[src/rsq_pkg.sv]
package rsq_pkg;

  // Serial frame layout: one direction bit, register address, data byte
  localparam int FRAME_BITS = 16;
  localparam int HDR_BITS = 8;
  localparam int ADDR_W = 7;
  localparam int DATA_W = 8;
  localparam logic RW_READ = 1'b1;

  // Register addresses on the serial port
  localparam logic [6:0] ADDR_SOFT_RESET = 7'h70;
  localparam logic [6:0] ADDR_PSAVE_CTL = 7'h71;
  localparam logic [6:0] ADDR_CAL_CTL = 7'h72;
  localparam logic [6:0] ADDR_STATUS = 7'h73;

  // Field positions
  localparam int PSAVE_REL_BIT = 0;
  localparam int CAL_GAIN_BIT = 0;
  localparam int CAL_PHASE_BIT = 1;
  localparam int CAL_CARRIER_BIT = 2;

  // Values after reset
  localparam logic SOFT_RESET_RST = 1'b0;
  localparam logic PSAVE_REL_RST = 1'b0;
  localparam logic [2:0] CAL_CTL_RST = 3'h0;

  // Wait after power-saving release before conversion is trusted
  localparam int CLK_FREQ_KHZ = 250000;
  localparam int PSWT_MS = 30;
  localparam int PSWT_CYCLES = PSWT_MS * CLK_FREQ_KHZ;
  localparam int PSWT_CNT_W = 23;

  // Sequencer states
  typedef enum logic [1:0] {
    ST_RESET = 2'b00,
    ST_PSAVE = 2'b01,
    ST_SETTLE = 2'b10,
    ST_RUN = 2'b11
  } seq_state_t;

endpackage

[src/spi_frame_if.sv]
`timescale 1ns/1ps
interface spi_frame_if;
  logic frame_done;
  logic is_write;
  logic [6:0] addr;
  logic [7:0] wdata;
  logic [7:0] rdata;

  modport slave (output frame_done, output is_write, output addr, output wdata, input rdata);
  modport regs (input frame_done, input is_write, input addr, input wdata, output rdata);
endinterface

[src/spi_frame_slave.sv]
`timescale 1ns/1ps
module spi_frame_slave (
  input wire logic clk,
  input wire logic srst,
  input wire logic ce,
  input wire logic sclk,
  input wire logic sdi,
  input wire logic cs_n,
  output logic sdo,
  output logic sdo_oe,
  spi_frame_if.slave frm
);

  logic sclk_s1, sclk_s2, sclk_d;
  logic sdi_s1, sdi_s2;
  logic cs_n_s1, cs_n_s2, cs_n_d;
  logic [15:0] shift_reg;
  logic [4:0] bit_cnt_reg;
  logic [7:0] out_reg;
  logic rd_reg;
  logic done_reg, wr_reg;
  logic [6:0] addr_reg;
  logic [7:0] wdata_reg;
  wire sclk_rise = sclk_s2 & ~sclk_d;
  wire sclk_fall = ~sclk_s2 & sclk_d;
  wire cs_act = ~cs_n_s2;
  wire cs_end = cs_n_s2 & ~cs_n_d;
  wire [4:0] bit_full = 5'(rsq_pkg::FRAME_BITS);
  wire [4:0] bit_hdr = 5'(rsq_pkg::HDR_BITS);

  // Pins cross from the host's timing, two flops each before use
  always_ff @(posedge clk) begin
    if (srst) begin
      {sclk_s1, sclk_s2, sclk_d} <= 3'h0;
      {sdi_s1, sdi_s2} <= 2'h0;
      {cs_n_s1, cs_n_s2, cs_n_d} <= 3'h7;
    end else if (ce) begin
      {sclk_s1, sclk_s2, sclk_d} <= {sclk, sclk_s1, sclk_s2};
      {sdi_s1, sdi_s2} <= {sdi, sdi_s1};
      {cs_n_s1, cs_n_s2, cs_n_d} <= {cs_n, cs_n_s1, cs_n_s2};
    end
  end

  // Shift in MSB first on rising edges; count saturates past 16 to flag an overlong frame
  always_ff @(posedge clk) begin
    if (srst) begin
      shift_reg <= 16'h0000;
      bit_cnt_reg <= 5'h00;
    end else if (ce) begin
      if (!cs_act) begin
        bit_cnt_reg <= 5'h00;
      end else if (sclk_rise) begin
        shift_reg <= {shift_reg[14:0], sdi_s2};
        if (bit_cnt_reg <= bit_full) begin
          bit_cnt_reg <= bit_cnt_reg + 5'h01;
        end
      end
    end
  end

  // Read data leaves on falling edges once the header is in
  always_ff @(posedge clk) begin
    if (srst) begin
      out_reg <= 8'h00;
      sdo <= 1'b0;
      sdo_oe <= 1'b0;
      rd_reg <= 1'b0;
      addr_reg <= 7'h00;
    end else if (ce) begin
      sdo_oe <= cs_act;
      if (!cs_act) begin
        sdo <= 1'b0;
        rd_reg <= 1'b0;
      end else if (sclk_rise && bit_cnt_reg == bit_hdr - 5'h01) begin
        rd_reg <= (shift_reg[6] == rsq_pkg::RW_READ);
        addr_reg <= {shift_reg[5:0], sdi_s2};
      end else if (sclk_fall && rd_reg && bit_cnt_reg == bit_hdr) begin
        sdo <= frm.rdata[7];
        out_reg <= {frm.rdata[6:0], 1'b0};
      end else if (sclk_fall && rd_reg && bit_cnt_reg > bit_hdr && bit_cnt_reg < bit_full) begin
        sdo <= out_reg[7];
        out_reg <= {out_reg[6:0], 1'b0};
      end
    end
  end

  // Commit only a frame of exactly 16 bits, at chip-select release; others are dropped
  always_ff @(posedge clk) begin
    if (srst) begin
      done_reg <= 1'b0;
      wr_reg <= 1'b0;
      wdata_reg <= 8'h00;
    end else if (ce) begin
      done_reg <= cs_end && bit_cnt_reg == bit_full;
      if (cs_end && bit_cnt_reg == bit_full) begin
        wr_reg <= (shift_reg[15] != rsq_pkg::RW_READ);
        wdata_reg <= shift_reg[7:0];
      end
    end
  end

  assign frm.frame_done = done_reg;
  assign frm.is_write = wr_reg;
  assign frm.addr = addr_reg;
  assign frm.wdata = wdata_reg;
endmodule

[src/resolver_converter_reset_sequencer.sv]
`timescale 1ns/1ps
// What this block does
// - After any reset the converter stays in power saving until the host releases it.
// - Supply drop to threshold resets the device until supply recovers.
// - Writing one to the soft reset register puts the device in reset.
// - Writing zero releases soft reset; device then stays in power saving.
// - Gain matching, 90 degree phase and carrier error calibrations are provided.
// - Registers reached by 16-bit MSB-first frames: direction, 7-bit address, data byte.
module resolver_converter_reset_sequencer #(
  parameter int PSWT_CYCLES = rsq_pkg::PSWT_CYCLES
) (
  input wire logic clk,
  input wire logic srst,
  input wire logic ce,
  input wire logic reset_pin_n,
  input wire logic supply_low,
  input wire logic sclk,
  input wire logic sdi,
  input wire logic cs_n,
  output logic sdo,
  output logic sdo_oe,
  output logic core_reset,
  output logic power_save,
  output logic conv_ready,
  output logic gain_cal_en,
  output logic phase_cal_en,
  output logic carrier_cal_en
);

  spi_frame_if frm ();

  spi_frame_slave u_spi (
    .clk(clk),
    .srst(srst),
    .ce(ce),
    .sclk(sclk),
    .sdi(sdi),
    .cs_n(cs_n),
    .sdo(sdo),
    .sdo_oe(sdo_oe),
    .frm(frm.slave)
  );

  logic pin_n_s1, pin_n_s2;
  logic sup_s1, sup_s2;
  logic soft_reset_reg;
  logic psave_rel_reg;
  logic [2:0] cal_ctl_reg;
  rsq_pkg::seq_state_t state_reg, state_next;
  logic [22:0] settle_cnt_reg, settle_cnt_next;
  logic core_reset_reg, power_save_reg, conv_ready_reg;
  logic gain_cal_reg, phase_cal_reg, carrier_cal_reg;

  // Reset pin and supply detector come from outside the clock domain
  always_ff @(posedge clk) begin
    if (srst) begin
      {pin_n_s1, pin_n_s2} <= 2'h0;
      {sup_s1, sup_s2} <= 2'h3;
    end else if (ce) begin
      {pin_n_s1, pin_n_s2} <= {reset_pin_n, pin_n_s1};
      {sup_s1, sup_s2} <= {supply_low, sup_s1};
    end
  end

  // Hardware resets clear everything; soft reset spares its own register so a zero can end it
  wire hw_reset = ~pin_n_s2 | sup_s2;
  wire dev_reset = hw_reset | soft_reset_reg;
  wire wr_ok = frm.frame_done & frm.is_write & ~hw_reset;
  wire wr_soft = wr_ok && frm.addr == rsq_pkg::ADDR_SOFT_RESET;
  wire wr_psave = wr_ok && !soft_reset_reg && frm.addr == rsq_pkg::ADDR_PSAVE_CTL;
  wire wr_cal = wr_ok && !soft_reset_reg && frm.addr == rsq_pkg::ADDR_CAL_CTL;
  wire [22:0] settle_last = 23'(PSWT_CYCLES - 1);

  // Read data for the header address, chosen combinationally for the serial shifter
  function automatic logic [7:0] read_mux(input logic [6:0] a, input logic sr, input logic ps,
                                          input logic [2:0] cal, input logic [1:0] st, input logic rdy);
    case (a)
      rsq_pkg::ADDR_SOFT_RESET: read_mux = {7'h00, sr};
      rsq_pkg::ADDR_PSAVE_CTL: read_mux = {7'h00, ps};
      rsq_pkg::ADDR_CAL_CTL: read_mux = {5'h00, cal};
      rsq_pkg::ADDR_STATUS: read_mux = {5'h00, rdy, st};
      default: read_mux = 8'h00;
    endcase
  endfunction

  assign frm.rdata = read_mux(frm.addr, soft_reset_reg, psave_rel_reg, cal_ctl_reg, state_reg, conv_ready_reg);

  // Soft reset register: one enters reset, zero leaves it
  always_ff @(posedge clk) begin
    if (srst) begin
      soft_reset_reg <= rsq_pkg::SOFT_RESET_RST;
    end else if (ce && hw_reset) begin
      soft_reset_reg <= rsq_pkg::SOFT_RESET_RST;
    end else if (ce && wr_soft) begin
      soft_reset_reg <= frm.wdata[0];
    end
  end

  // Control registers fall back to their reset values for every reset source
  // Device resets wait for the clock enable too, so a frozen block keeps its settings
  always_ff @(posedge clk) begin
    if (srst) begin
      psave_rel_reg <= rsq_pkg::PSAVE_REL_RST;
      cal_ctl_reg <= rsq_pkg::CAL_CTL_RST;
    end else if (ce && dev_reset) begin
      psave_rel_reg <= rsq_pkg::PSAVE_REL_RST;
      cal_ctl_reg <= rsq_pkg::CAL_CTL_RST;
    end else if (ce) begin
      if (wr_psave) begin
        psave_rel_reg <= frm.wdata[rsq_pkg::PSAVE_REL_BIT];
      end
      if (wr_cal) begin
        cal_ctl_reg <= frm.wdata[2:0];
      end
    end
  end

  // Sequencer: reset, power saving, settling wait, running
  always_comb begin
    state_next = state_reg;
    settle_cnt_next = settle_cnt_reg;
    case (state_reg)
      rsq_pkg::ST_RESET: begin
        state_next = rsq_pkg::ST_PSAVE;
      end
      rsq_pkg::ST_PSAVE: begin
        settle_cnt_next = 23'h000000;
        if (psave_rel_reg) begin
          state_next = rsq_pkg::ST_SETTLE;
        end
      end
      rsq_pkg::ST_SETTLE: begin
        if (!psave_rel_reg) begin
          state_next = rsq_pkg::ST_PSAVE;
        end else if (settle_cnt_reg == settle_last) begin
          state_next = rsq_pkg::ST_RUN;
        end else begin
          settle_cnt_next = settle_cnt_reg + 23'h000001;
        end
      end
      rsq_pkg::ST_RUN: begin
        if (!psave_rel_reg) begin
          state_next = rsq_pkg::ST_PSAVE;
        end
      end
      default: begin
        state_next = rsq_pkg::ST_RESET;
      end
    endcase
    if (dev_reset) begin
      state_next = rsq_pkg::ST_RESET;
      settle_cnt_next = 23'h000000;
    end
  end

  always_ff @(posedge clk) begin
    if (srst) begin
      state_reg <= rsq_pkg::ST_RESET;
      settle_cnt_reg <= 23'h000000;
    end else if (ce) begin
      state_reg <= state_next;
      settle_cnt_reg <= settle_cnt_next;
    end
  end

  // Outputs registered, power save and ready from the next state and core reset from dev_reset, so each leaves a flop
  always_ff @(posedge clk) begin
    if (srst) begin
      core_reset_reg <= 1'b1;
      power_save_reg <= 1'b1;
      conv_ready_reg <= 1'b0;
    end else if (ce) begin
      core_reset_reg <= dev_reset;
      power_save_reg <= state_next == rsq_pkg::ST_RESET || state_next == rsq_pkg::ST_PSAVE;
      conv_ready_reg <= state_next == rsq_pkg::ST_RUN;
    end
  end

  // Calibrations only act on a powered, settled converter
  always_ff @(posedge clk) begin
    if (srst) begin
      gain_cal_reg <= 1'b0;
      phase_cal_reg <= 1'b0;
      carrier_cal_reg <= 1'b0;
    end else if (ce) begin
      gain_cal_reg <= cal_ctl_reg[rsq_pkg::CAL_GAIN_BIT] && state_next == rsq_pkg::ST_RUN;
      phase_cal_reg <= cal_ctl_reg[rsq_pkg::CAL_PHASE_BIT] && state_next == rsq_pkg::ST_RUN;
      carrier_cal_reg <= cal_ctl_reg[rsq_pkg::CAL_CARRIER_BIT] && state_next == rsq_pkg::ST_RUN;
    end
  end

  assign core_reset = core_reset_reg;
  assign power_save = power_save_reg;
  assign conv_ready = conv_ready_reg;
  assign gain_cal_en = gain_cal_reg;
  assign phase_cal_en = phase_cal_reg;
  assign carrier_cal_en = carrier_cal_reg;
endmodule

[config.mk]
export PLATFORM = sky130hd
export DESIGN_NAME = resolver_converter_reset_sequencer
export DESIGN_NICKNAME = d
export VERILOG_FILES = /design/src/rsq_pkg.sv /design/src/spi_frame_if.sv /design/src/spi_frame_slave.sv /design/src/resolver_converter_reset_sequencer.sv
export SDC_FILE = /design/constraint.sdc
export NUM_CORES = 1
export LEC_CHECK = 0
export BUFFER_PORTS_ARGS = -buffer_cell sky130_fd_sc_hd__buf_2
export CAP_MARGIN = 20
export CORE_MARGIN = 5
export CORE_UTILIZATION = 30
export CTS_BUF_LIST = sky130_fd_sc_hd__clkbuf_8
export DETAILED_ROUTE_END_ITERATION = 12
export PLACE_DENSITY = 0.45
export SETUP_SLACK_MARGIN = 0.5
export SLEW_MARGIN = 20
export SYNTH_ARGS = -nofsm -noshare
export SYNTH_HDL_FRONTEND = slang
export SYNTH_SLANG_ARGS = --single-unit
[constraint.sdc]
create_clock -name clk -period 3.1 [get_ports clk]
set_input_delay 0.465 -clock clk [delete_from_list [all_inputs] [get_ports clk]]
set_output_delay 0.465 -clock clk [all_outputs]
set_load 0.01 [all_outputs]
; Yosys cells after proc, flatten, opt, wreduce, memory -nomap -nowiden
; Cells that the tools add are included.
[op_classes]
addsub = 2
magnitude_cmp = 3
n_eq_ne = 16
muxes = 22
n_bitwise = 15
n_reduce_logical = 38
[ops]
columns = operator, n
row1 = $mux 23, 3
row2 = $pmux 23 s2, 1
row3 = $eq 7x7->1 const B, 4
row4 = $add 23x1->23 const B, 1
row5 = $eq 23x23->1 const B, 1
row6 = $logic_and 1x1->1, 16
row7 = $mux 8, 2
row8 = $mux 5, 3
row9 = $pmux 3 s4, 1
row10 = $reduce_and 3->1, 4
row11 = $mux 2, 5
row12 = $not 1->1, 8
row13 = $pmux 2 s4, 1
row14 = $reduce_and 2->1, 4
row15 = $reduce_and 4->1, 2
row16 = $reduce_bool 2->1, 4
row17 = $eq 2x2->1 const B, 3
row18 = $mux 1, 6
row19 = $ne 3x3->1 const B, 2
row20 = $reduce_bool 3->1, 2
row21 = $add 5x1->5 const B, 1
row22 = $and 1x1->1, 5
row23 = $eq 5x3->1 const B, 1
row24 = $eq 5x4->1 const B, 1
row25 = other kinds (11), 15
[totals]
ff_bits = 92
inputBits = 8
output_inout_bits = 8
wordCells = 129

; Longest topological paths before layout
; Gate-level depths: netlist of run 1.
[depth]
ltp_word = 9
depth_mapped = 8

; Modules after synthesis
; A second synthesis of run 1 with hierarchy kept.
[hier_totals]
cells_unflattened = 520
hier_area_um2 = 4510.6
[by_module_without_submodules]
columns = module, instances, cells_each, area_per_inst_um2, seq_area_each_um2
row1 = spi_frame_slave, 1, 267, 2389.8, 1121.1
row2 = resolver_converter_reset_sequencer, 1, 253, 2120.8, 800.8

; Least setup slack after synthesis of run 1
; Ideal clock, no wire load.
[synth_timing]
path_kind = reg-to-reg
start = register settle_cnt_reg[9]
end = register settle_cnt_reg[14]
arrival_ns = 1.891
required_time_ns = 2.978
path_slack_ns = 1.086
path_stages_with_launch = 8
period_less_slack_ns = 2.014
cell_sequence = dfxtp_1 buf_2 or4b_1 nor4_4 a31o_1 buf_4 nor2_1 o2bb2a_1
[synth_via]
elab_chain_cells = 5
word_cells_on_any_way = 8
classes_between = add/sub (1) / eq/ne (2) / mux (4) / reduce/logical (1)
[synth_lines]
columns = item, line
row1 = from (decl), resolver_converter_reset_sequencer.sv:50  ; logic [22:0] settle_cnt_reg, settle_cnt_next;
row2 = from (signal assigned), resolver_converter_reset_sequencer.sv:162  ; settle_cnt_reg <= settle_cnt_next;
row3 = $add 23x1->23, resolver_converter_reset_sequencer.sv:138  ; settle_cnt_next = settle_cnt_reg + 23'h000001;
row4 = $mux 23, resolver_converter_reset_sequencer.sv:135  ; end else if (settle_cnt_reg == settle_last) begin
row5 = $mux 23, resolver_converter_reset_sequencer.sv:133  ; if (!psave_rel_reg) begin
row6 = $pmux 23 s2, resolver_converter_reset_sequencer.sv:122  ; case (state_reg)
row7 = $mux 23, resolver_converter_reset_sequencer.sv:150  ; if (dev_reset) begin
; Several ways; a longest one is shown, not always the timed one. The select of a mux whose other input is x is not followed.
; A chain may end at the register's enable or synchronous reset.

; Worst setup path in the final report of run 1
[layout_timing]
start = register soft_reset_reg
end = register settle_cnt_reg[20]
[layout_via]
elab_chain_cells = 3
word_cells_on_any_way = 6
classes_between = eq/ne (2) / mux (1) / bitwise (1) / reduce/logical (2)
[layout_lines]
columns = item, line
row1 = from (decl), resolver_converter_reset_sequencer.sv:46  ; logic soft_reset_reg;
row2 = from (signal assigned), resolver_converter_reset_sequencer.sv:91  ; soft_reset_reg <= rsq_pkg::SOFT_RESET_RST;
row3 = from (signal assigned), resolver_converter_reset_sequencer.sv:93  ; soft_reset_reg <= rsq_pkg::SOFT_RESET_RST;
row4 = from (signal assigned), resolver_converter_reset_sequencer.sv:95  ; soft_reset_reg <= frm.wdata[0];
row5 = $or 1x1->1 *, resolver_converter_reset_sequencer.sv:67  ; wire dev_reset = hw_reset | soft_reset_reg;
row6 = $ne 3x3->1 (no line) or $reduce_bool 3->1 (tied branches), -
row7 = $reduce_and 4->1 (no line), -
; Mark *: on every way between the ends. The rest lies on a longest branch, timed or not.

==> results of run 1 <==
worst min path at each step:
| stage | from | end | slack [ns] | cells after the start |
|---|---|---|---|---|
| final | cs_n | u_spi.cs_n_s1 | 0.29 | 3 |
| after global routing | reset_pin_n | pin_n_s1 | 0.30 | 3 |
| after CTS | cs_n | u_spi.cs_n_s1 | 0.27 | 3 |
| after detailed placement | u_spi.cs_n_d | u_spi.cs_n_d | 0.43 | 1 |
| after global placement | u_spi.cs_n_d | u_spi.cs_n_d | 0.43 | 1 |
| after floorplan | u_spi.cs_n_d | u_spi.cs_n_d | 0.42 | 1 |
worst min-delay path, stage by stage:
cell and delay [ns]:
buf_2 0.08, mux2i_1 0.05, nand2_1 0.05
metal layers:
metal / vias up / GRT usage (%) / routed length [um]
li1: 1794 / - / -
met1: 1697 / 19.29 / 5361
met2: 83 / 20.07 / 4596
met3: 14 / 2.283 / 468
met4: 0 / 5.993 / 206
met5: - / 0 / 0
cells by family after synthesis:
logic type / Yosys count
AOI/OAI and AO/OA: 105
xor gates and xnor gates: 1
adders and majority gates: 3
buffers and inverters: 39
DFF: 91
muxes: 36
and+or+nand+nor: 217
through the flow:
step           worst slack (ns)  std cells
2_1_floorplan             1.086        492
3_5_place_dp             0.7906        668
6_report                 0.7723        684
5_1_grt                  0.6360        684
3_3_place_gp             0.8345        668
4_1_cts                  0.7671        684
cells in the mapped netlist, types with 2 or more instances:
cell type  instances
dfxtp_1           91
nand2_1           65
nor2_1            53
a21oi_1           41
mux2i_1           35
nand3_1           27
clkbuf_1          22
inv_1             11
a31oi_1            9
o21ai_0            9
nand4_1            8
nor3_1             8
nor4_1             7
o21ai_1            7
or3_1              6
a21o_1             5
nor2b_1            5
a211oi_1           4
a32oi_1            4
a41oi_1            4
nand4b_1           4
o22ai_1            4
a32o_1             3
and3_1             3
ha_1               3
nor3b_1            3
or4_1              3
or4b_1             3
a22oi_1            2
a2bb2oi_1          2
and2_1             2
buf_1              2
buf_6              2
nand2b_1           2
nand3b_1           2
nor4_2             2
nor4bb_1           2
o31ai_1            2
or2_1              2
area by class of cell:
cell class	instances	area, um2
Timing Repair Buffer	24	142.6
Multi-Input combinational cell	362	2217
Sequential cell	91	1822
Tap cell	180	225.2
Clock buffer	10	137.6
Fill cell	1448	9188
Inverter	11	41.29
Clock inverter	6	53.80
power groups by stage:
stage	logic, mW	registers, mW	clock network [mW]
finish	0.0779	1.18	0.814
global route	0.0875	1.19	0.895
CTS	0.0794	1.18	0.852
detailed placement	0.0792	1.21	0
global placement	0.0785	1.21	0
floorplan	0.0543	1.21	0
==> impl_metrics.yaml, run 1 <==
yosys:
  synthDistinctLibCells: 62
  synth_compound_area_share_pct: 16.36
  synth_seq_cells: 91
  synthXorXnorAreaFrac_pct: 0.2083
  synth_top_family_by_area: "simple AND/OR/NAND/NOR gates"
  synth_enable_flop_cells: 0
  yosys_warnings: 0
  synth-simple-area-share_pct: 26.39
  yosysTopAreaCellShare_pct: 43.32
  netlist_top_cells_area: "dfxtp_1, mux2i_1, nand2_1"
  seq_area_frac_synth_pct: 43.32
  synth_cells: 492
  syn-cell-area_mm2: 0.004205
  async_flop_share_pct: 0
  synth_fa_ha_area_share_pct: 0.8926
  avgSynthCellArea_um2: 8.547
  synth_area_leader_cell: "dfxtp_1"
  synth-main-ff-cell: "dfxtp_1"
  yosys-mux-area-fraction_pct: 8.866
  syn-num-nets: 503
clock_network:
  clk_latency_ns: 0.39
  cts-htree-levels: 3
  postCtsSetupBuffers: 0
  cts_tree: "done"
  cts_made_buffers: 9
  cts.path.max_buffers: 2
  clk_root_buffer_cell: "clkbuf_8"
  postCtsResizedCells: 0
  cts.sinks: 91
  holdBufCountCts: 0
  clkTransAtPathRegs_ns: 0.10
grt:
  antenna_found_initial: 0
  grt_pass1_wl_mm: 17.84
  grtUsageTotal_pct: 13.54
  grt_pass1_vias: 3429
  overflow: 0
  grt_max_degree: 56
setup_path:
  critical_path_buf_inv_count: 0
  crit_path_end_kind: "register"
  max_stage_delay_ns: 0.60
  critical_path_class: "reg -> reg"
  crit_path_start_kind: "register"
  critical-path-top-delay-family: "compound AO/OA/AOI/OAI gates"
  crit_cells: 5
  crit_required_ns: 3.42
  crit_end: "settle_cnt_reg[20]"
  arrival_ns: 2.64
  crit_slowest_cell: "a311oi_4"
  r2r-start: "soft_reset_reg"
  cp_max_fo: 9
  reg2reg_depth: 5
  rrSetupSlack_ns: 0.77
  regToRegEndpoint: "settle_cnt_reg[20]"
  worstSetupStartpoint: "soft_reset_reg"
  crit_path_cell_trace: "or3b_4 > or3_1 > a311oi_4 > a41oi_1 > a31oi_1"
floorplanning:
  io-pin-count: 16
  chipHeight_um: 128.4
  fp.dieW_um: 128.4
  num_rows: 43
  floorplan.die_area_mm2: 0.01649
  core_mm2: 0.01383
  start_util_pct: 30.41
sta:
  hold_violations: 0
  rsz0062_at_grt: "no"
  worstMarginPinSlew_ns: 0.7930
  final-max-slew-violation-count: 0
  min_period_ns: 2.328
  skew_ns: 0.01505
  timing.hold.ws_ns: 0.2932
  slew_headroom_pct: 46.69
  setup_viol: 0
  fmax_mhz: 429.6
  tns_ns: 0
  period_share_pct: 75.09
outcome:
  outcome: "completed"
power:
  power_mw: 2.076
  clockPowerShare_pct: 39.2
  intPower_mw: 1.534
  power_density_mw_per_mm2: 447.4
  power_frac_comb_pct: 3.8
  p_seq_share_pct: 57.0
  ir_drop_mv: 0.1871
  sw_frac_of_total_pct: 26.09
  p_sw_uw: 541.5
  leakagePower_nw: 1.587
placed_design:
  io_buffers: 15
  gp_congestion: 0.8192
  postPlaceCellArea_mm2: 0.004448
  dpl.hpwl_mm: 7.278
finish:
  syn_to_final_growth_pct: 10.32
  largest_reg_flops: 23
  layout_commonest_cell: "dfxtp_1"
  n_antenna_cell: 0
  fin_area_mm2: 0.004639
  post-route-util_pct: 33.55
  final_cell_mix: "dfxtp_1, nand2_1, nor2_1"
  drive_above_1_share_pct: 10.32
  final_net_count: 510
drt:
  drtIter0Drc: 253
  drc: 0
  drt.antenna.violating_nets: 0
  wl_per_cell_um: 15.54
  wl_mm: 10.63
  route.vias.total: 3588
  vias_per_cell: 5.246
  drt-pass1-iter-count: 5
job:
  max_cap_viol_count: 0
worst_hold_path:
  hold_path.class: "in -> reg"
(Power assumes the default switching activity.)
==> run 2, diff against run 1 <==
--- a/config.mk
+++ b/config.mk
@@ -11,7 +11,7 @@
 export CORE_UTILIZATION = 30
 export CTS_BUF_LIST = sky130_fd_sc_hd__clkbuf_8
 export DETAILED_ROUTE_END_ITERATION = 12
-export PLACE_DENSITY = 0.45
+export PLACE_DENSITY = 0.46
 export SETUP_SLACK_MARGIN = 0.5
 export SLEW_MARGIN = 20
 export SYNTH_ARGS = -nofsm -noshare
==> constraint.sdc (replaced) <==
create_clock -name clk -period 1.9 [get_ports clk]
set_input_delay 0.285 -clock clk [delete_from_list [all_inputs] [get_ports clk]]
set_output_delay 0.285 -clock clk [all_outputs]
set_load 0.01 [all_outputs]
==> impl_metrics.yaml, run 2 (synthesized netlist as in run 1, its figures left out) <==
grt:
  grt_pass1_vias: 3743
  grt_pass1_wl_mm: 19.38
  overflow: 0
  antenna_found_initial: 0
  grtUsageTotal_pct: 14.63
  grt_max_degree: 50
sta:
  setup_viol: 0
  min_period_ns: 1.883
  period_share_pct: 99.12
  fmax_mhz: 531.0
  rsz0062_at_grt: "yes"
  timing.hold.ws_ns: 0.1218
  slew_headroom_pct: 62.43
  skew_ns: 0.01401
  setup_ws_ns: 0.01668
  hold_violations: 0
  worstMarginPinSlew_ns: 0.5636
  final-max-slew-violation-count: 0
drt:
  vias_per_cell: 5.118
  drt-pass1-iter-count: 4
  drtIter0Drc: 209
  drc: 0
  wl_mm: 11.66
  drt.antenna.violating_nets: 0
  route.vias.total: 3874
  wl_per_cell_um: 15.40
finish:
  fin_area_mm2: 0.005848
  final_net_count: 584
  syn_to_final_growth_pct: 39.07
  post-route-util_pct: 42.29
  nFillCells: 1357
  drive_above_1_share_pct: 37.44
  layout_commonest_cell: "dfxtp_1"
  largest_reg_flops: 23
  final_cell_mix: "dfxtp_1, buf_4, nand2_1"
  n_antenna_cell: 0
worst_hold_path:
  whs_endpoint: "u_spi.cs_n_s1"
  min-delay-start: "cs_n"
  whs_path_depth: 3
  hold_path.class: "in -> reg"
setup_path:
  crit_path_end_kind: "register"
  r2r-start: "soft_reset_reg"
  crit_path_start_kind: "register"
  cp_max_fo: 5
  critical_path_class: "reg -> reg"
  reg2reg_depth: 6
  crit_required_ns: 2.20
  arrival_ns: 2.19
  rrSetupSlack_ns: 0.02
  regToRegEndpoint: "settle_cnt_reg[6]"
power:
  power_density_mw_per_mm2: 618.0
  power_mw: 3.614
  leakagePower_nw: 2.132
  ir_drop_mv: 0.2969
placed_design:
  dpl.hpwl_mm: 8.083
  gp_congestion: 0.8273
  post-place-ws_ns: -0.2242
  postPlaceCellArea_mm2: 0.004995
  io_buffers: 15
clock_network:
  cts-htree-levels: 3
  holdBufCountCts: 0
  cts_made_buffers: 9
  clk_root_buffer_cell: "clkbuf_8"
  cts_tree: "done"
  cts.sinks: 91
  cts.path.max_buffers: 2
  clk_latency_ns: 0.37
  clkTransAtPathRegs_ns: 0.09
outcome:
  outcome: "completed"
floorplanning:
  floorplan.die_area_mm2: 0.01649
  chipHeight_um: 128.4
  start_util_pct: 30.41
  num_rows: 43
  fp.dieW_um: 128.4
  io-pin-count: 16
  core_mm2: 0.01383
job:
  max_cap_viol_count: 0
[run 2: cell type report]
class	instances	area (um2)	area share, %
clock buffers	10	137.6	2.353
clock inverters	5	85.08	1.455
inverters	11	43.79	0.7488
multi-input cells	362	2710	46.34
flip-flops and latches	91	1847	31.58
well taps	180	225.2	3.851
repair buffers	98	799.5	13.67
[run 2: worst max path at each step]
stage,startpoint,to,slack (ns)
after CTS,soft_reset_reg,settle_cnt_reg[20],-0.006
after global placement,soft_reset_reg,settle_cnt_reg[20],-0.19
after global routing,settle_cnt_reg[5],settle_cnt_reg[9],-0.07
after floorplan,settle_cnt_reg[9],settle_cnt_reg[14],-0.01
after detailed placement,soft_reset_reg,settle_cnt_reg[20],-0.22
final,soft_reset_reg,settle_cnt_reg[6],0.02
[run 2: repair_timing]
action                                  4_1_cts  5_1_grt
setup buffers                                13        9
resized for setup                            63       42
pin swaps                                    26       22
endpoints found under the setup margin       57       63
[run 2: routing by layer]
metal	up-vias	wire length, um	track usage, %
met5	-	0	0
met4	0	131	4.494
met3	9	435	3.238
met2	50	5070	21.48
met1	1873	6021	21.35
li1	1942	-	-
[run 2: through the flow]
stage,cells,TNS (ns)
2_1_floorplan,492,-0.04493
3_3_place_gp,720,-1.135
3_5_place_dp,720,-1.731
4_1_cts,748,-0.01481
5_1_grt,757,-0.8703
6_report,757,0
[run 2: worst max-delay path: stages, from the launching register on]
cell and delay, ns:
dfxtp_2 0.33, or3b_4 0.39, or3_4 0.43, a311oi_4 0.27, buf_6 0.18, a21oi_1 0.08, a31oi_2 0.14
[run 2: report_power, final]
group          switching [mW]  leakage, nW  total [mW]  internal, mW
Sequential            0.00930        0.743        1.93          1.92
Clock                   0.726        0.109        1.50         0.777
Combinational           0.109         1.28       0.185        0.0756
Total                   0.845         2.13        3.61          2.77
